**src/ebrwt_pkg.sv**
```systemverilog
// constants and carriers for the external bus release and wait-timing block
// assumes one clock, which serves as the interface timing clock
package ebrwt_pkg;

   // ------------------------------------------------------------
   // widths
   // ------------------------------------------------------------
   localparam int LEAD_W = 2;
   localparam int ACT_W = 3;
   localparam int TRAIL_W = 2;
   localparam int CNT_W = 5;
   localparam int WS_W = 8;
   localparam int ADDR_W = 20;
   localparam int DATA_W = 32;
   localparam int ZONE_N = 3;

   // ------------------------------------------------------------
   // timing and reset values
   // ------------------------------------------------------------
   localparam logic [CNT_W-1:0] SYNC_SAMPLE_OFS = 5'h01;
   localparam logic [CNT_W-1:0] ASYNC_SAMPLE_OFS = 5'h03;
   localparam logic [CNT_W-1:0] ONE_CYCLE = 5'h01;
   localparam logic RELEASE_EN_RST = 1'b1;
   localparam logic [1:0] ZONE_A = 2'h0;
   localparam logic [1:0] ZONE_B = 2'h1;
   localparam logic [1:0] ZONE_C = 2'h2;

   // ------------------------------------------------------------
   // types
   // ------------------------------------------------------------
   typedef struct packed {
      logic double_timing;
      logic ready_sampling_enable;
      logic ready_sample_async_sel;
      logic [LEAD_W-1:0] read_lead_count;
      logic [ACT_W-1:0] read_active_count;
      logic [TRAIL_W-1:0] read_trail_count;
      logic [LEAD_W-1:0] write_lead_count;
      logic [ACT_W-1:0] write_active_count;
      logic [TRAIL_W-1:0] write_trail_count;
   } ebrwt_zone_tim_t;

   typedef struct packed {
      logic we;
      logic [1:0] zone;
      logic [1:0] half_en;
      logic [ADDR_W-1:0] addr;
      logic [DATA_W-1:0] wdata;
   } ebrwt_req_t;

   typedef enum logic [2:0] {ST_IDLE, ST_LEAD, ST_ACTIVE, ST_TRAIL, ST_HELD} ebrwt_state_t;

endpackage

```
**src/ebrwt_sync.sv**
```systemverilog
// two-flop synchroniser for pin inputs
// assumes the caller reads only q_o; no reset, power-up junk flushes out
`timescale 1ns/10ps
module ebrwt_sync #(
   parameter int W = 1
) (
   input wire logic clk_sys_i,
   input wire logic ce_i,
   input wire logic [W-1:0] d_i,
   output logic [W-1:0] q_o
);
   logic [W-1:0] meta_reg;

   // ------------------------------------------------------------
   // unreset sync stages
   // ------------------------------------------------------------
   always_ff @(posedge clk_sys_i) begin
      if (ce_i) begin
         meta_reg <= d_i;
         q_o <= meta_reg;
      end
   end
endmodule

```
**src/ebrwt_core.sv**
```systemverilog
// bus release handshake and per-zone lead/active/trail access sequencer
// assumes clk_sys_i is the interface timing clock; cpu release_request_sync_status cpu_req_i until ack
`timescale 1ns/10ps
module ebrwt_core
   import ebrwt_pkg::*;
(
   input wire logic clk_sys_i,
   input wire logic reset_i,
   input wire logic ce_i,
   input wire logic release_enable_i,
   input wire logic release_enable_wr_i,
   input wire logic write_buffer_en_i,
   input wire ebrwt_zone_tim_t [ZONE_N-1:0] zone_timing_i,
   input wire logic cpu_req_i,
   input wire ebrwt_req_t cpu_cmd_i,
   output logic cpu_ack_o,
   output logic cpu_not_ready_o,
   output logic [DATA_W-1:0] cpu_rdata_o,
   input wire logic bus_release_request_n_i,
   output logic bus_release_grant_n_o,
   output logic release_request_sync_status_o,
   output logic release_grant_status_o,
   output logic release_enable_o,
   output logic [WS_W-1:0] ready_inserted_cycles_o,
   input wire logic ext_ready_in_i,
   input wire logic [DATA_W-1:0] ext_data_bus_i,
   output logic [DATA_W-1:0] ext_data_bus_o,
   output logic ext_data_oe_n_o,
   output logic [ADDR_W-1:0] ext_address_bus_o,
   output logic ext_ctrl_oe_n_o,
   output logic write_strobe_low_n_o,
   output logic write_strobe_high_n_o,
   output logic read_strobe_n_o,
   output logic read_write_dir_o,
   output logic zone_a_select_n_o,
   output logic zone_b_select_n_o,
   output logic zone_c_select_n_o
);

   // ------------------------------------------------------------
   // pin synchronisers
   // ------------------------------------------------------------
   logic [DATA_W+1:0] pins_sync;
   logic req_sync;
   logic rdy_sync;
   logic [DATA_W-1:0] din_sync;

   ebrwt_sync #(.W(DATA_W + 2)) u_sync (
      .clk_sys_i(clk_sys_i),
      .ce_i(ce_i),
      .d_i({~bus_release_request_n_i, ext_ready_in_i, ext_data_bus_i}),
      .q_o(pins_sync)
   );
   assign req_sync = pins_sync[DATA_W+1];
   assign rdy_sync = pins_sync[DATA_W];
   assign din_sync = pins_sync[DATA_W-1:0];

   // ------------------------------------------------------------
   // state
   // ------------------------------------------------------------
   ebrwt_state_t state_reg, state_next;
   logic [CNT_W-1:0] cnt_reg, cnt_next;
   logic [WS_W-1:0] ws_reg, ws_next;
   logic release_enable_reg;
   logic q_valid_reg;
   ebrwt_req_t q_reg;
   logic done;
   logic buf_acked_reg;
   logic [DATA_W-1:0] rdata_reg;

   // ------------------------------------------------------------
   // zone timing decode
   // ------------------------------------------------------------
   logic [1:0] zidx;
   ebrwt_zone_tim_t tim;
   logic [CNT_W-1:0] lead_base, act_base, trail_base;
   logic [CNT_W-1:0] lead_dur, act_dur, trail_dur;
   logic [CNT_W-1:0] samp_pt;
   logic samp_hit, extend;

   // per-zone timing select; code 3 falls to zone c
   assign zidx = (q_reg.zone > ZONE_C) ? ZONE_C : q_reg.zone;
   assign tim = zone_timing_i[zidx];
   assign lead_base = q_reg.we ? CNT_W'(tim.write_lead_count) : CNT_W'(tim.read_lead_count);
   assign act_base = q_reg.we ? CNT_W'(tim.write_active_count) : CNT_W'(tim.read_active_count);
   assign trail_base = q_reg.we ? CNT_W'(tim.write_trail_count) : CNT_W'(tim.read_trail_count);
   assign lead_dur = tim.double_timing ? CNT_W'(lead_base << 1) : lead_base;
   assign act_dur = CNT_W'((tim.double_timing ? CNT_W'(act_base << 1) : act_base) + ONE_CYCLE);
   assign trail_dur = tim.double_timing ? CNT_W'(trail_base << 1) : trail_base;
   // sample point before end of active
   // mode bit set picks the early sample point
   assign samp_pt = tim.ready_sample_async_sel ? ASYNC_SAMPLE_OFS : SYNC_SAMPLE_OFS;
   assign samp_hit = tim.ready_sampling_enable && (state_reg == ST_ACTIVE) && (cnt_reg == samp_pt);
   assign extend = samp_hit && !rdy_sync;

   // ------------------------------------------------------------
   // release decode and cpu side
   // ------------------------------------------------------------
   logic hold_go, blocked, accept, buffered, ack_next;
   assign hold_go = req_sync && release_enable_reg && !q_valid_reg;
   // block new cycles once request seen while release is enabled
   assign blocked = (req_sync && release_enable_reg) || (state_reg == ST_HELD);
   assign accept = cpu_req_i && !q_valid_reg && !blocked && !cpu_ack_o;
   assign buffered = cpu_cmd_i.we && write_buffer_en_i && !req_sync;
   assign ack_next = (accept && buffered) || (done && !q_reg.we) || (done && q_reg.we && !cpu_ack_o && cpu_req_i
                     && q_reg == cpu_cmd_i && !buf_acked_reg);

   // ------------------------------------------------------------
   // sequencer
   // ------------------------------------------------------------
   // no checking; zero lead or trail fields just skip those phases
   always_comb begin
      state_next = state_reg;
      cnt_next = cnt_reg;
      ws_next = ws_reg;
      done = 1'b0;
      case (state_reg)
         ST_IDLE: begin
            if (hold_go) begin
               state_next = ST_HELD;
            end else if (q_valid_reg) begin
               ws_next = '0;
               if (lead_dur != '0) begin
                  state_next = ST_LEAD;
                  cnt_next = lead_dur;
               end else begin
                  state_next = ST_ACTIVE;
                  cnt_next = act_dur;
               end
            end
         end
         ST_LEAD: begin
            if (cnt_reg == ONE_CYCLE) begin
               state_next = ST_ACTIVE;
               cnt_next = act_dur;
            end else begin
               cnt_next = cnt_reg - ONE_CYCLE;
            end
         end
         ST_ACTIVE: begin
            if (extend) begin
               ws_next = ws_reg + 8'h01;
            end else if (cnt_reg == ONE_CYCLE) begin
               if (trail_dur != '0) begin
                  state_next = ST_TRAIL;
                  cnt_next = trail_dur;
               end else begin
                  state_next = ST_IDLE;
                  done = 1'b1;
               end
            end else begin
               cnt_next = cnt_reg - ONE_CYCLE;
            end
         end
         ST_TRAIL: begin
            if (cnt_reg == ONE_CYCLE) begin
               state_next = ST_IDLE;
               done = 1'b1;
            end else begin
               cnt_next = cnt_reg - ONE_CYCLE;
            end
         end
         ST_HELD: begin
            if (!req_sync) begin
               state_next = ST_IDLE;
            end
         end
         default: begin
            state_next = ST_IDLE;
         end
      endcase
   end

   // ------------------------------------------------------------
   // pin next values
   // ------------------------------------------------------------
   logic busy_next, act_next, sel_a_next, sel_b_next, sel_c_next;
   logic [1:0] nzone;
   assign busy_next = (state_next == ST_LEAD) || (state_next == ST_ACTIVE) || (state_next == ST_TRAIL);
   assign act_next = (state_next == ST_ACTIVE);
   assign nzone = (q_reg.zone > ZONE_C) ? ZONE_C : q_reg.zone;
   // select low through lead, active and trail
   assign sel_a_next = busy_next && (nzone == ZONE_A);
   assign sel_b_next = busy_next && (nzone == ZONE_B);
   assign sel_c_next = busy_next && (nzone == ZONE_C);

   // ------------------------------------------------------------
   // registers
   // ------------------------------------------------------------
   always_ff @(posedge clk_sys_i) begin
      if (reset_i) begin
         state_reg <= req_sync ? ST_HELD : ST_IDLE;
         bus_release_grant_n_o <= !req_sync;
         release_grant_status_o <= req_sync;
         ext_ctrl_oe_n_o <= req_sync;
         cnt_reg <= '0;
         ws_reg <= '0;
         q_valid_reg <= 1'b0;
         q_reg <= '0;
         buf_acked_reg <= 1'b0;
         cpu_ack_o <= 1'b0;
         cpu_not_ready_o <= 1'b0;
         cpu_rdata_o <= '0;
         release_request_sync_status_o <= 1'b0;
         ready_inserted_cycles_o <= '0;
      end else if (ce_i) begin
         state_reg <= state_next;
         cnt_reg <= cnt_next;
         ws_reg <= ws_next;
         // all bus outputs floated when granted
         bus_release_grant_n_o <= (state_next != ST_HELD);
         release_grant_status_o <= (state_next == ST_HELD);
         ext_ctrl_oe_n_o <= (state_next == ST_HELD);
         if (accept) begin
            q_valid_reg <= 1'b1;
            q_reg <= cpu_cmd_i;
            buf_acked_reg <= buffered;
         end else if (done) begin
            q_valid_reg <= 1'b0;
         end
         cpu_ack_o <= ack_next;
         cpu_not_ready_o <= cpu_req_i && !ack_next && !cpu_ack_o;
         // with no trail the bus word is still in flight, so take it directly
         if (done && !q_reg.we) begin
            cpu_rdata_o <= (state_reg == ST_ACTIVE) ? din_sync : rdata_reg;
         end
         release_request_sync_status_o <= req_sync;
         if (done) begin
            ready_inserted_cycles_o <= ws_reg;
         end
      end
   end

   // ------------------------------------------------------------
   // release enable and pin registers
   // ------------------------------------------------------------
   always_ff @(posedge clk_sys_i) begin
      if (reset_i) begin
         release_enable_reg <= RELEASE_EN_RST;
         rdata_reg <= '0;
         ext_data_bus_o <= '0;
         ext_data_oe_n_o <= 1'b1;
         ext_address_bus_o <= '0;
         write_strobe_low_n_o <= 1'b1;
         write_strobe_high_n_o <= 1'b1;
         read_strobe_n_o <= 1'b1;
         read_write_dir_o <= 1'b1;
         zone_a_select_n_o <= 1'b1;
         zone_b_select_n_o <= 1'b1;
         zone_c_select_n_o <= 1'b1;
      end else if (ce_i) begin
         if (release_enable_wr_i) begin
            release_enable_reg <= release_enable_i;
         end
         // latch read data on the last active cycle
         if (state_reg == ST_ACTIVE && cnt_reg == ONE_CYCLE && !extend) begin
            rdata_reg <= din_sync;
         end
         ext_data_bus_o <= q_reg.wdata;
         ext_data_oe_n_o <= !(busy_next && q_reg.we);
         ext_address_bus_o <= busy_next ? q_reg.addr : ext_address_bus_o;
         write_strobe_low_n_o <= !(act_next && q_reg.we && q_reg.half_en[0]);
         write_strobe_high_n_o <= !(act_next && q_reg.we && q_reg.half_en[1]);
         read_strobe_n_o <= !(act_next && !q_reg.we);
         read_write_dir_o <= !(busy_next && q_reg.we);
         zone_a_select_n_o <= !sel_a_next;
         zone_b_select_n_o <= !sel_b_next;
         zone_c_select_n_o <= !sel_c_next;
      end
   end

   always_comb begin
      release_enable_o = release_enable_reg;
   end

   // ------------------------------------------------------------
   // checks
   // ------------------------------------------------------------
   logic [CNT_W+WS_W-1:0] ph_len_reg;
   always_ff @(posedge clk_sys_i) begin
      if (reset_i) begin
         ph_len_reg <= 13'h0001;
      end else if (ce_i) begin
         ph_len_reg <= (state_next == state_reg) ? 13'(ph_len_reg + 13'h0001) : 13'h0001;
      end
   end
endmodule

```
**config.mk**
```make
export PLATFORM = sky130hd
export DESIGN_NAME = ebrwt_core
export DESIGN_NICKNAME = d
export VERILOG_FILES = /design/src/ebrwt_pkg.sv /design/src/ebrwt_sync.sv /design/src/ebrwt_core.sv
export SDC_FILE = /design/constraint.sdc
export NUM_CORES = 1
export LEC_CHECK = 0
export BUFFER_PORTS_ARGS = -buffer_cell sky130_fd_sc_hd__buf_2
export CORE_ASPECT_RATIO = 0.75
export CORE_MARGIN = 2
export CORE_UTILIZATION = 30
export CTS_CLUSTER_DIAMETER = 100
export DETAILED_ROUTE_END_ITERATION = 7
export SYNTH_ARGS = -nofsm -noshare
export SYNTH_HDL_FRONTEND = slang
export SYNTH_SLANG_ARGS = --single-unit
```
**constraint.sdc**
```tcl
create_clock -name clk_sys_i -period 4.9 [get_ports clk_sys_i]
set_input_delay 0.98 -clock clk_sys_i [delete_from_list [all_inputs] [get_ports clk_sys_i]]
set_output_delay 0.98 -clock clk_sys_i [all_outputs]
set_load 0.02 [all_outputs]
```
==> flow_summary.ini, run 1 <==
[pwr]
switching_share_pct = 25.4
p_seq_share_pct = 49.0
power_frac_clock_pct = 41.5
power_switching_mw = 1.31
ir_drop_uv = 255
p_comb_share_pct = 9.5
p_per_area_mw_per_mm2 = 362
leakage_nw = 5.74
p_int_mw = 3.83

[clock_network]
clk_pin_slew_worst_paths_ns = 0.06
cts_sinks = 280
cts_inserted_buffers = 30
postCtsResizedCells = 0
ctsRootBufferMaster = clkbuf_16
cts_tree = yes
ctsHoldBuffers = 0
clockBufferDepth = 3
clk_latency_ns = 0.56
htreeDepth = 1
postCtsSetupRepairBufs = 0

[sta]
finClkSkew_ns = 0.00827
worst_pin_slew_ns = 0.988
post-route-period-util_pct = 70.6
fin_tns_setup_ns = 0
grt_setup_unrepaired = false
slew_violations = 0
hold-worst-slack_ns = 0.419
slew_headroom_pct = 33.8
hold_viol = 0
fin_ws_ns = 1.44
fin_crit_ns = 3.46
max_clock_freq_mhz = 289
setup-violations-final = 0

[synthesis]
syn_avg_cell_area_um2 = 10.2
synth_top_family_by_area = simple AND/OR/NAND/NOR gates
synthAdderAreaFrac_pct = 0.432
synth_edf_count = 73
yosysUniqueCellTypes = 63
syn_area_mm2 = 0.0116
async_flop_share_pct = 0
synth_xor_area_share_pct = 4.46
muxShareOfSynthArea_pct = 13.3
synth_seq_area_share_pct = 54.7
ys_warn_count = 0
yosys.area_share.simple_pct = 14.7
ys_seq_elements = 280
synth_ff_type = dfxtp_1
synth_compound_area_share_pct = 9.11
syn_inst = 1139
synth_nets = 1292

[run]
maxCapViolations = 0

[global_routing]
grt_pass1_vias = 8375
grt_start_max_net_pins = 105
grt_pass1_wl_um = 48600
antenna_found_initial = 2
grtUsageTotal_pct = 15.2
overflow = 0

[worst_setup_path]
slowest_stage = dfxtp_1
crit_arrival_ns = 3.95
path_cells = buf_4 > mux4_2 > nand2_1 > o21ai_0 > and2_1 > ha_1 > a21boi_0 > o221ai_1 > a21oi_1 > or3_1 > a21oi_1
cp_common_cell = a21oi_1
cp.required_ns = 5.39
startpoint_type = register
cpPeakStageDelay_ns = 0.74
crit_fanout = 18
worst-path-buf-inv = 1
path_class = reg2reg
critPathCaptureType = register
cp_top_family = flip-flops

[die]
die_width_um = 231
initial_core_util_pct = 30.4
core_mm2 = 0.0382
fp.dieH_um = 174
dieArea_mm2 = 0.0402
io_pins = 256
num_rows = 62

[routing]
drtIter0Drc = 607
vias_per_cell = 4.71
wl_per_cell_um = 16.6
drc = 0
final_antenna_net_count = 0
wirelength_um = 31700
vias = 8956
dr.pass1.iters = 4

[cells_and_area]
fillCellCount = 3848
final_core_util_pct = 37.3
area_growth_pct = 22.7
largest_reg_flops = 57
nets = 1517
drive_above_1_share_pct = 23.8

[placement]
place_congestion = 0.822
port_buffers = 255
pre_cts_ws_ns = 1.46
hpwlAfterDp_um = 21500

[status]
status = finished clean

[min_path]
hp-class = reg2reg
==> cell usage in the layout, fill, tap and decap left out, types with 6 or more instances in the layout <==
| cell type | count |
|---|---|
| nor4_1 | 10 |
| inv_1 | 13 |
| a211oi_1 | 32 |
| nand2_1 | 187 |
| o21ai_0 | 12 |
| clkbuf_1 | 7 |
| nor2_1 | 144 |
| dfxtp_1 | 207 |
| clkbuf_16 | 30 |
| nand3_1 | 13 |
| buf_4 | 9 |
| xor2_1 | 36 |
| a31oi_1 | 6 |
| nand4_1 | 12 |
| a21oi_1 | 71 |
| clkinv_2 | 6 |
| buf_2 | 253 |
| mux2i_1 | 147 |
| edfxtp_1 | 73 |
| xnor2_1 | 23 |
| nor3_1 | 7 |
==> power by group through the flow <==
stage          clock network (mW)  logic, mW  registers, mW
2_1_floorplan                   0      0.306           2.56
3_3_place_gp                    0      0.488           2.57
3_5_place_dp                    0      0.493           2.57
4_1_cts                      2.20      0.495           2.52
5_1_grt                      2.28      0.537           2.53
6_report                     2.13      0.490           2.52
==> layer usage <==
layer	vias up	share of wire, %	track usage (%)
met1	4257	48	21.8
met4	0	2.7	4.57
met2	226	43	23.2
met3	55	6.0	2.99
li1	4418	-	-
met5	-	0	0
==> worst register-to-register path: stages (launching register included) <==
cell,delay (ns)
dfxtp_1,0.74
buf_4,0.41
mux4_2,0.56
nand2_1,0.08
o21ai_0,0.21
and2_1,0.23
ha_1,0.32
a21boi_0,0.09
o221ai_1,0.23
a21oi_1,0.06
or3_1,0.36
a21oi_1,0.12
==> metrics by stage <==
| stage | total power, mW | instances | cell area (um2) |
|---|---|---|---|
| floorplan | 2.87 | 1139 | 11600 |
| global placement | 3.05 | 1844 | 13300 |
| detailed placement | 3.06 | 1844 | 13300 |
| CTS | 5.21 | 1900 | 14200 |
| global route | 5.35 | 1902 | 14200 |
| finish | 5.14 | 1902 | 14200 |
==> area by class of cell <==
cell class | count | area (um2) | share of cell area, %
flip-flops and latches | 280 | 6340 | 44.6
multi-input cells | 772 | 4890 | 34.4
repair buffers | 264 | 1370 | 9.60
clock buffers | 40 | 818 | 5.75
well taps | 512 | 641 | 4.51
clock inverters | 16 | 106 | 0.748
inverters | 16 | 60.1 | 0.422
diodes | 2 | 5.00 | 0.0352
==> cells in the mapped netlist (14+ instances only) <==
| cell type | number | share of area, % |
|---|---|---|
| edfxtp_1 | 73 | 19 |
| nand2_1 | 187 | 6.1 |
| xor2_1 | 36 | 2.7 |
| clkbuf_1 | 51 | 1.7 |
| inv_1 | 14 | 0.45 |
| nor2_1 | 144 | 4.7 |
| mux2i_1 | 147 | 13 |
| nand3_1 | 14 | 0.60 |
| a211oi_1 | 32 | 2.1 |
| dfxtp_1 | 207 | 36 |
| xnor2_1 | 23 | 1.7 |
| a21oi_1 | 71 | 3.1 |
==> final timing paths <==
path                                    startpoint       endpoint  slack (ns)  cells past startpoint
worst max-delay path                     q_reg[56]     cnt_reg[1]        1.44                     11
worst max register to register           q_reg[56]     cnt_reg[1]        1.44                     11
worst min-delay path            u_sync.meta_reg[8]  u_sync.q_o[8]        0.42                      0
worst min register to register  u_sync.meta_reg[8]  u_sync.q_o[8]        0.42                      0
==> cell families after synthesis <==
| group | Yosys count |
|---|---|
| muxes | 150 |
| xor gates and xnor gates | 59 |
| buffers and inverters | 87 |
| AOI/OAI and AO/OA | 161 |
| DFF | 280 |
| adders and majority gates | 4 |
| and+or+nand+nor | 398 |
Power figures use the tool's default switching activity.
==> run 2: changes to the inputs <==
--- a/config.mk
+++ b/config.mk
@@ -5,6 +5,7 @@
 export SDC_FILE = /design/constraint.sdc
 export NUM_CORES = 1
 export LEC_CHECK = 0
+export ABC_AREA = 1
 export BUFFER_PORTS_ARGS = -buffer_cell sky130_fd_sc_hd__buf_2
 export CORE_ASPECT_RATIO = 0.75
 export CORE_MARGIN = 2
==> constraint.sdc (replaced) <==
create_clock -name clk_sys_i -period 3.58 [get_ports clk_sys_i]
set_input_delay 0.716 -clock clk_sys_i [delete_from_list [all_inputs] [get_ports clk_sys_i]]
set_output_delay 0.716 -clock clk_sys_i [all_outputs]
set_load 0.02 [all_outputs]
==> flow_summary.ini, run 2 <==
[status]
status = finished clean

[pwr]
ir_drop_uv = 339
p_int_mw = 5.69
p_comb_share_pct = 12.8
p_per_area_mw_per_mm2 = 530
power_switching_mw = 2.07
leakage_nw = 6.17
power.total_mw = 7.76
power_frac_clock_pct = 41.7
p_seq_share_pct = 45.4
switching_share_pct = 26.7

[worst_setup_path]
critPathCaptureType = register
path_class = reg2reg
startpoint_type = register
crit_arrival_ns = 3.35
cp.required_ns = 4.01
crit_fanout = 33

[placement]
placed_area_mm2 = 0.0136
hpwlAfterDp_um = 24400
place_congestion = 0.892
placed_cells = 2143
port_buffers = 255

[global_routing]
grt_pass1_vias = 9468
overflow = 0
grtUsageTotal_pct = 16.0
grt_start_max_net_pins = 114
antenna_found_initial = 3
grt_pass1_wl_um = 52100

[synthesis]
yosys-top-cells-area = dfxtp_1 35%, edfxtp_1 18%, nand2_1 8.3%, o21ai_0 6.9%, nor2_1 5.7%
synth_top_area_share_pct = 34.6
synth.most_common_cell = nand2_1
async_flop_share_pct = 0
synth_ff_type = dfxtp_1
synth_seq_area_share_pct = 53.0
ys_seq_elements = 280
synth.largest_area_cell = dfxtp_1
yosysUniqueCellTypes = 41
synth_edf_count = 73
syn_area_mm2 = 0.0120
synth_nets = 1580
syn_avg_cell_area_um2 = 8.38
ys_warn_count = 0
yosys-top-cells-count = 263 x nand2_1, 207 x dfxtp_1, 182 x nor2_1, 164 x o21ai_0, 140 x inv_1
syn_inst = 1427

[sta]
fin_tns_setup_ns = 0
slew_headroom_pct = 20.8
post-route-period-util_pct = 81.7
max_clock_freq_mhz = 342
slew_violations = 0
finClkSkew_ns = 0.0204
hold_viol = 0
setup-violations-final = 0
grt_setup_unrepaired = false
fin_crit_ns = 2.93
worst_pin_slew_ns = 1.19

[clock_network]
clk_latency_ns = 0.58
htreeDepth = 1
cts_sinks = 280
cts_inserted_buffers = 30
postCtsResizedCells = 0
postCtsSetupRepairBufs = 0
cts_tree = yes
ctsRootBufferMaster = clkbuf_16
clk_pin_slew_worst_paths_ns = 0.06
clockBufferDepth = 3
ctsHoldBuffers = 0

[routing]
drtIter0Drc = 714
vias_per_cell = 4.62
vias = 10200
dr.pass1.iters = 5
final_antenna_net_count = 0
wl_per_cell_um = 15.6
drc = 0
wirelength_um = 34300

[cells_and_area]
final_area_mm2 = 0.0146
finalNonFillerCells = 2201
largest_reg_flops = 57
final_common_cell = nand2_1
drive_above_1_share_pct = 22.3
area_growth_pct = 22.2
nets = 1808
final_cell_mix = 263 x nand2_1, 254 x buf_2, 207 x dfxtp_1

[die]
dieArea_mm2 = 0.0415
io_pins = 256
fp.dieH_um = 177
die_width_um = 235
num_rows = 63
initial_core_util_pct = 30.3
core_mm2 = 0.0394

[run]
maxCapViolations = 0

[min_path]
hp-class = in2reg
## run 2: cell types whose count changed in the layout (fill, tap and decap cells not counted), sizes merged, moves of 31 or more
cell and delta:
nand2 +83, a21oi +52, nor2 +47, inv +128
nand3 +56, a211oi -31, mux2i -115, o21ai +151
## run 2: layout make-up
type	instances	area, um2
Inverter	147	557
Sequential cell	280	6340
Tap cell	520	651
Antenna cell	2	5.00
Clock buffer	37	787
Multi-Input combinational cell	931	4690
Clock inverter	19	235
Fill cell	4077	24800
Timing Repair Buffer	265	1370
## run 2: worst paths after layout
kind | startpoint | to | slack (ns) | cells past startpoint
setup / recovery | q_reg[56] | cpu_rdata_o[0] | 0.65 | 11
hold / removal | ext_data_bus_i[2] | u_sync.meta_reg[2] | 0.32 | 1
setup reg to reg | q_reg[56] | cpu_rdata_o[0] | 0.65 | 11
hold reg to reg | u_sync.meta_reg[24] | u_sync.q_o[24] | 0.42 | 0
## run 2: critical path: stages (launching register included)
cell,delay [ns]
dfxtp_1,0.55
inv_2,0.23
a21oi_1,0.17
nand3_1,0.11
nand2_2,0.15
nand2_4,0.08
nor2_4,0.09
a21oi_2,0.08
nor2_4,0.28
nand2_4,0.32
inv_4,0.53
a21oi_1,0.14
## run 2: cell families (layout without fill, tap and decap cells)
kind of cell             Yosys count  count (layout)  synth area share, %
flip-flops                       280             280                 53.0
AND/OR/NAND/NOR                  560             560                 19.7
buffers and inverters            216             468                 7.98
AO/OA/AOI/OAI                    311             311                 14.4
adder cells (fa/ha/maj)            4               4                0.418
multiplexers                      32              32                 2.68
XOR/XNOR                          24              24                 1.76
other                              0               2                    0
## run 2: routing by layer
metal	wire, um	vias to the layer above	GRT usage [%]
met5	0	-	0
met4	788	0	4.77
met3	2680	55	3.91
met2	15400	286	25.5
met1	15500	4707	21.5
li1	-	5122	-
## run 2: power by group through the flow
stage	clock network (mW)	registers [mW]	logic (mW)
2_1_floorplan	0	3.63	0.595
3_3_place_gp	0	3.59	0.981
3_5_place_dp	0	3.59	0.994
4_1_cts	3.33	3.52	0.999
5_1_grt	3.45	3.54	1.11
6_report	3.24	3.52	0.995
## run 2: per-stage QoR
stage               setup slack [ns]  hold WS [ns]  util (%)
detailed placement             0.642         0.405      34.5
floorplan                       1.52         0.400         -
CTS                            0.653         0.274      37.1
global placement               0.684         0.404      34.5
finish                         0.654         0.315      37.1
global route                   0.429         0.281      37.1
==> run 3: changes to the inputs <==
==> constraint.sdc (replaced) <==
create_clock -name clk_sys_i -period 2.9 [get_ports clk_sys_i]
set_input_delay 0.58 -clock clk_sys_i [delete_from_list [all_inputs] [get_ports clk_sys_i]]
set_output_delay 0.58 -clock clk_sys_i [all_outputs]
set_load 0.02 [all_outputs]
==> flow_summary.ini, run 3 (synthesis gave the netlist of run 2 again) <==
[worst_setup_path]
cp.required_ns = 3.32
ff2ff_setup_slack_ns = 0.32
crit_fanout = 32
rr_worst_depth = 11
startpoint_type = register
cp_common_cell = nand2_1
worst-path-stages = 11
crit_arrival_ns = 3.00
critPathCaptureType = register
crit_end = cpu_rdata_o[31]
path_cells = inv_2 > nor2_2 > nand2_1 > nand3_1 > nand2_1 > nand3_4 > a21oi_2 > nor2_4 > nand2_4 > inv_6 > a21oi_1
cpPeakStageDelay_ns = 0.45
path_class = reg2reg
r2r-start = q_reg[54]
cp_top_family = simple AND/OR/NAND/NOR gates
slowest_stage = dfxtp_1
worst-path-buf-inv = 2
crit_start = q_reg[54]
r2r_end = cpu_rdata_o[31]

[status]
status = finished clean

[pwr]
power_switching_mw = 2.51
p_seq_share_pct = 45.7
p_int_mw = 7.01
power.total_mw = 9.52
p_per_area_mw_per_mm2 = 647
switching_share_pct = 26.3
p_comb_share_pct = 12.9
leakage_nw = 6.23
ir_drop_uv = 451
power_frac_clock_pct = 41.4

[clock_network]
cts_inserted_buffers = 30
clk_latency_ns = 0.56
cts_tree = yes
htreeDepth = 1
clk_pin_slew_worst_paths_ns = 0.06
cts_sinks = 280
ctsRootBufferMaster = clkbuf_16
clockBufferDepth = 3

[routing]
vias = 10200
wirelength_um = 33900
dr.pass1.iters = 5
wl_per_cell_um = 15.3
drc = 0
drtIter0Drc = 709
final_antenna_net_count = 0
vias_per_cell = 4.63

[sta]
slew_headroom_pct = 51.5
worst_pin_slew_ns = 0.727
fin_crit_ns = 2.58
slew_violations = 0
setup-violations-final = 0
grt_setup_unrepaired = false
hold_viol = 0
finClkSkew_ns = 0.00807
fin_tns_setup_ns = 0
max_clock_freq_mhz = 388
post-route-period-util_pct = 88.9

[placement]
placed_cells = 2148
port_buffers = 255
place_congestion = 0.851
hpwlAfterDp_um = 24000

[die]
io_pins = 256
fp.dieH_um = 177
dieArea_mm2 = 0.0415
core_mm2 = 0.0394
die_width_um = 235
num_rows = 63
initial_core_util_pct = 30.3

[run]
maxCapViolations = 0

[global_routing]
grt_start_max_net_pins = 114
grtUsageTotal_pct = 16.0
overflow = 0
antenna_found_initial = 5
grt_pass1_wl_um = 52100
grt_pass1_vias = 9615

[cells_and_area]
fillCellCount = 4084
nets = 1813
largest_reg_flops = 57
final_common_cell = nand2_1
area_growth_pct = 23.0
drive_above_1_share_pct = 22.7
finalNonFillerCells = 2209
final_cell_mix = 263 x nand2_1, 254 x buf_2, 207 x dfxtp_1

[min_path]
hp-class = in2reg
run 3: cell count changes in the layout (fill, tap and decap cells not counted):
| cell | change |
|---|---|
| clkbuf_8 | +7 |
| clkinv_1 | -5 |
| bufinv_16 | -4 |
| buf_12 | +3 |
| clkbuf_16 | +3 |
| diode_2 | +3 |
| buf_4 | +2 |
| clkbuf_1 | +2 |
| clkinv_2 | -1 |
| clkinv_8 | -1 |
| clkinvlp_4 | -1 |
run 3: routing by layer:
layer	wire, um	GRT usage (%)	vias up	part of all wire (%)
li1	-	-	5156	-
met1	15600	21.9	4748	46
met2	15100	24.7	259	45
met3	2140	2.96	56	6.3
met4	998	6.39	0	2.9
met5	0	0	-	0
run 3: worst reg2reg max path: cells and delay by family, from the launching register on:
family	cells	cell delay, ns
simple gates	7	1.35
flops	1	0.45
buf+inv	2	0.42
compound gates	2	0.24
run 3: what timing repair did:
| item | CTS | global route |
|---|---|---|
| gates resized for setup | 0 | 1 |
| hold buffers | 0 | 0 |
| buffers inserted | 0 | 0 |
| setup endpoints to repair | 0 | 29 |
run 3: power groups by stage:
stage	clock network (mW)	registers (mW)	logic [mW]
finish	3.94	4.35	1.23
global route	4.23	4.37	1.38
CTS	4.07	4.35	1.24
detailed placement	0	4.43	1.23
global placement	0	4.42	1.22
floorplan	0	4.48	0.735
run 3: worst min-delay path by stage:
stage | slack (ns) | to | cells past startpoint | from
after floorplan | 0.40 | u_sync.q_o[0] | 0 | u_sync.meta_reg[0]
after global placement | 0.40 | u_sync.q_o[23] | 0 | u_sync.meta_reg[23]
after detailed placement | 0.41 | u_sync.q_o[15] | 0 | u_sync.meta_reg[15]
after CTS | 0.15 | u_sync.meta_reg[7] | 1 | ext_data_bus_i[7]
after global routing | 0.16 | u_sync.meta_reg[7] | 1 | ext_data_bus_i[7]
final | 0.19 | u_sync.meta_reg[7] | 1 | ext_data_bus_i[7]
run 3: cell type report:
type / instances / area [um2] / area share (%)
multi-input cells: 931 / 4690 / 31.8
well taps: 520 / 651 / 4.42
clock buffers: 49 / 966 / 6.56
inverters: 147 / 559 / 3.80
repair buffers: 270 / 1440 / 9.79
flip-flops and latches: 280 / 6340 / 43.1
diodes: 5 / 12.5 / 0.0850
clock inverters: 7 / 65.1 / 0.442
run 3: through the flow:
step	setup WS (ns)	hold WS [ns]	util, %	cell area (um2)
6_report	0.323	0.193	37.3	14700
5_1_grt	0.0665	0.159	37.3	14700
4_1_cts	0.180	0.148	37.3	14700
3_5_place_dp	0.183	0.405	34.7	13700
3_3_place_gp	0.232	0.402	34.7	13700
2_1_floorplan	0.929	0.400	-	12000
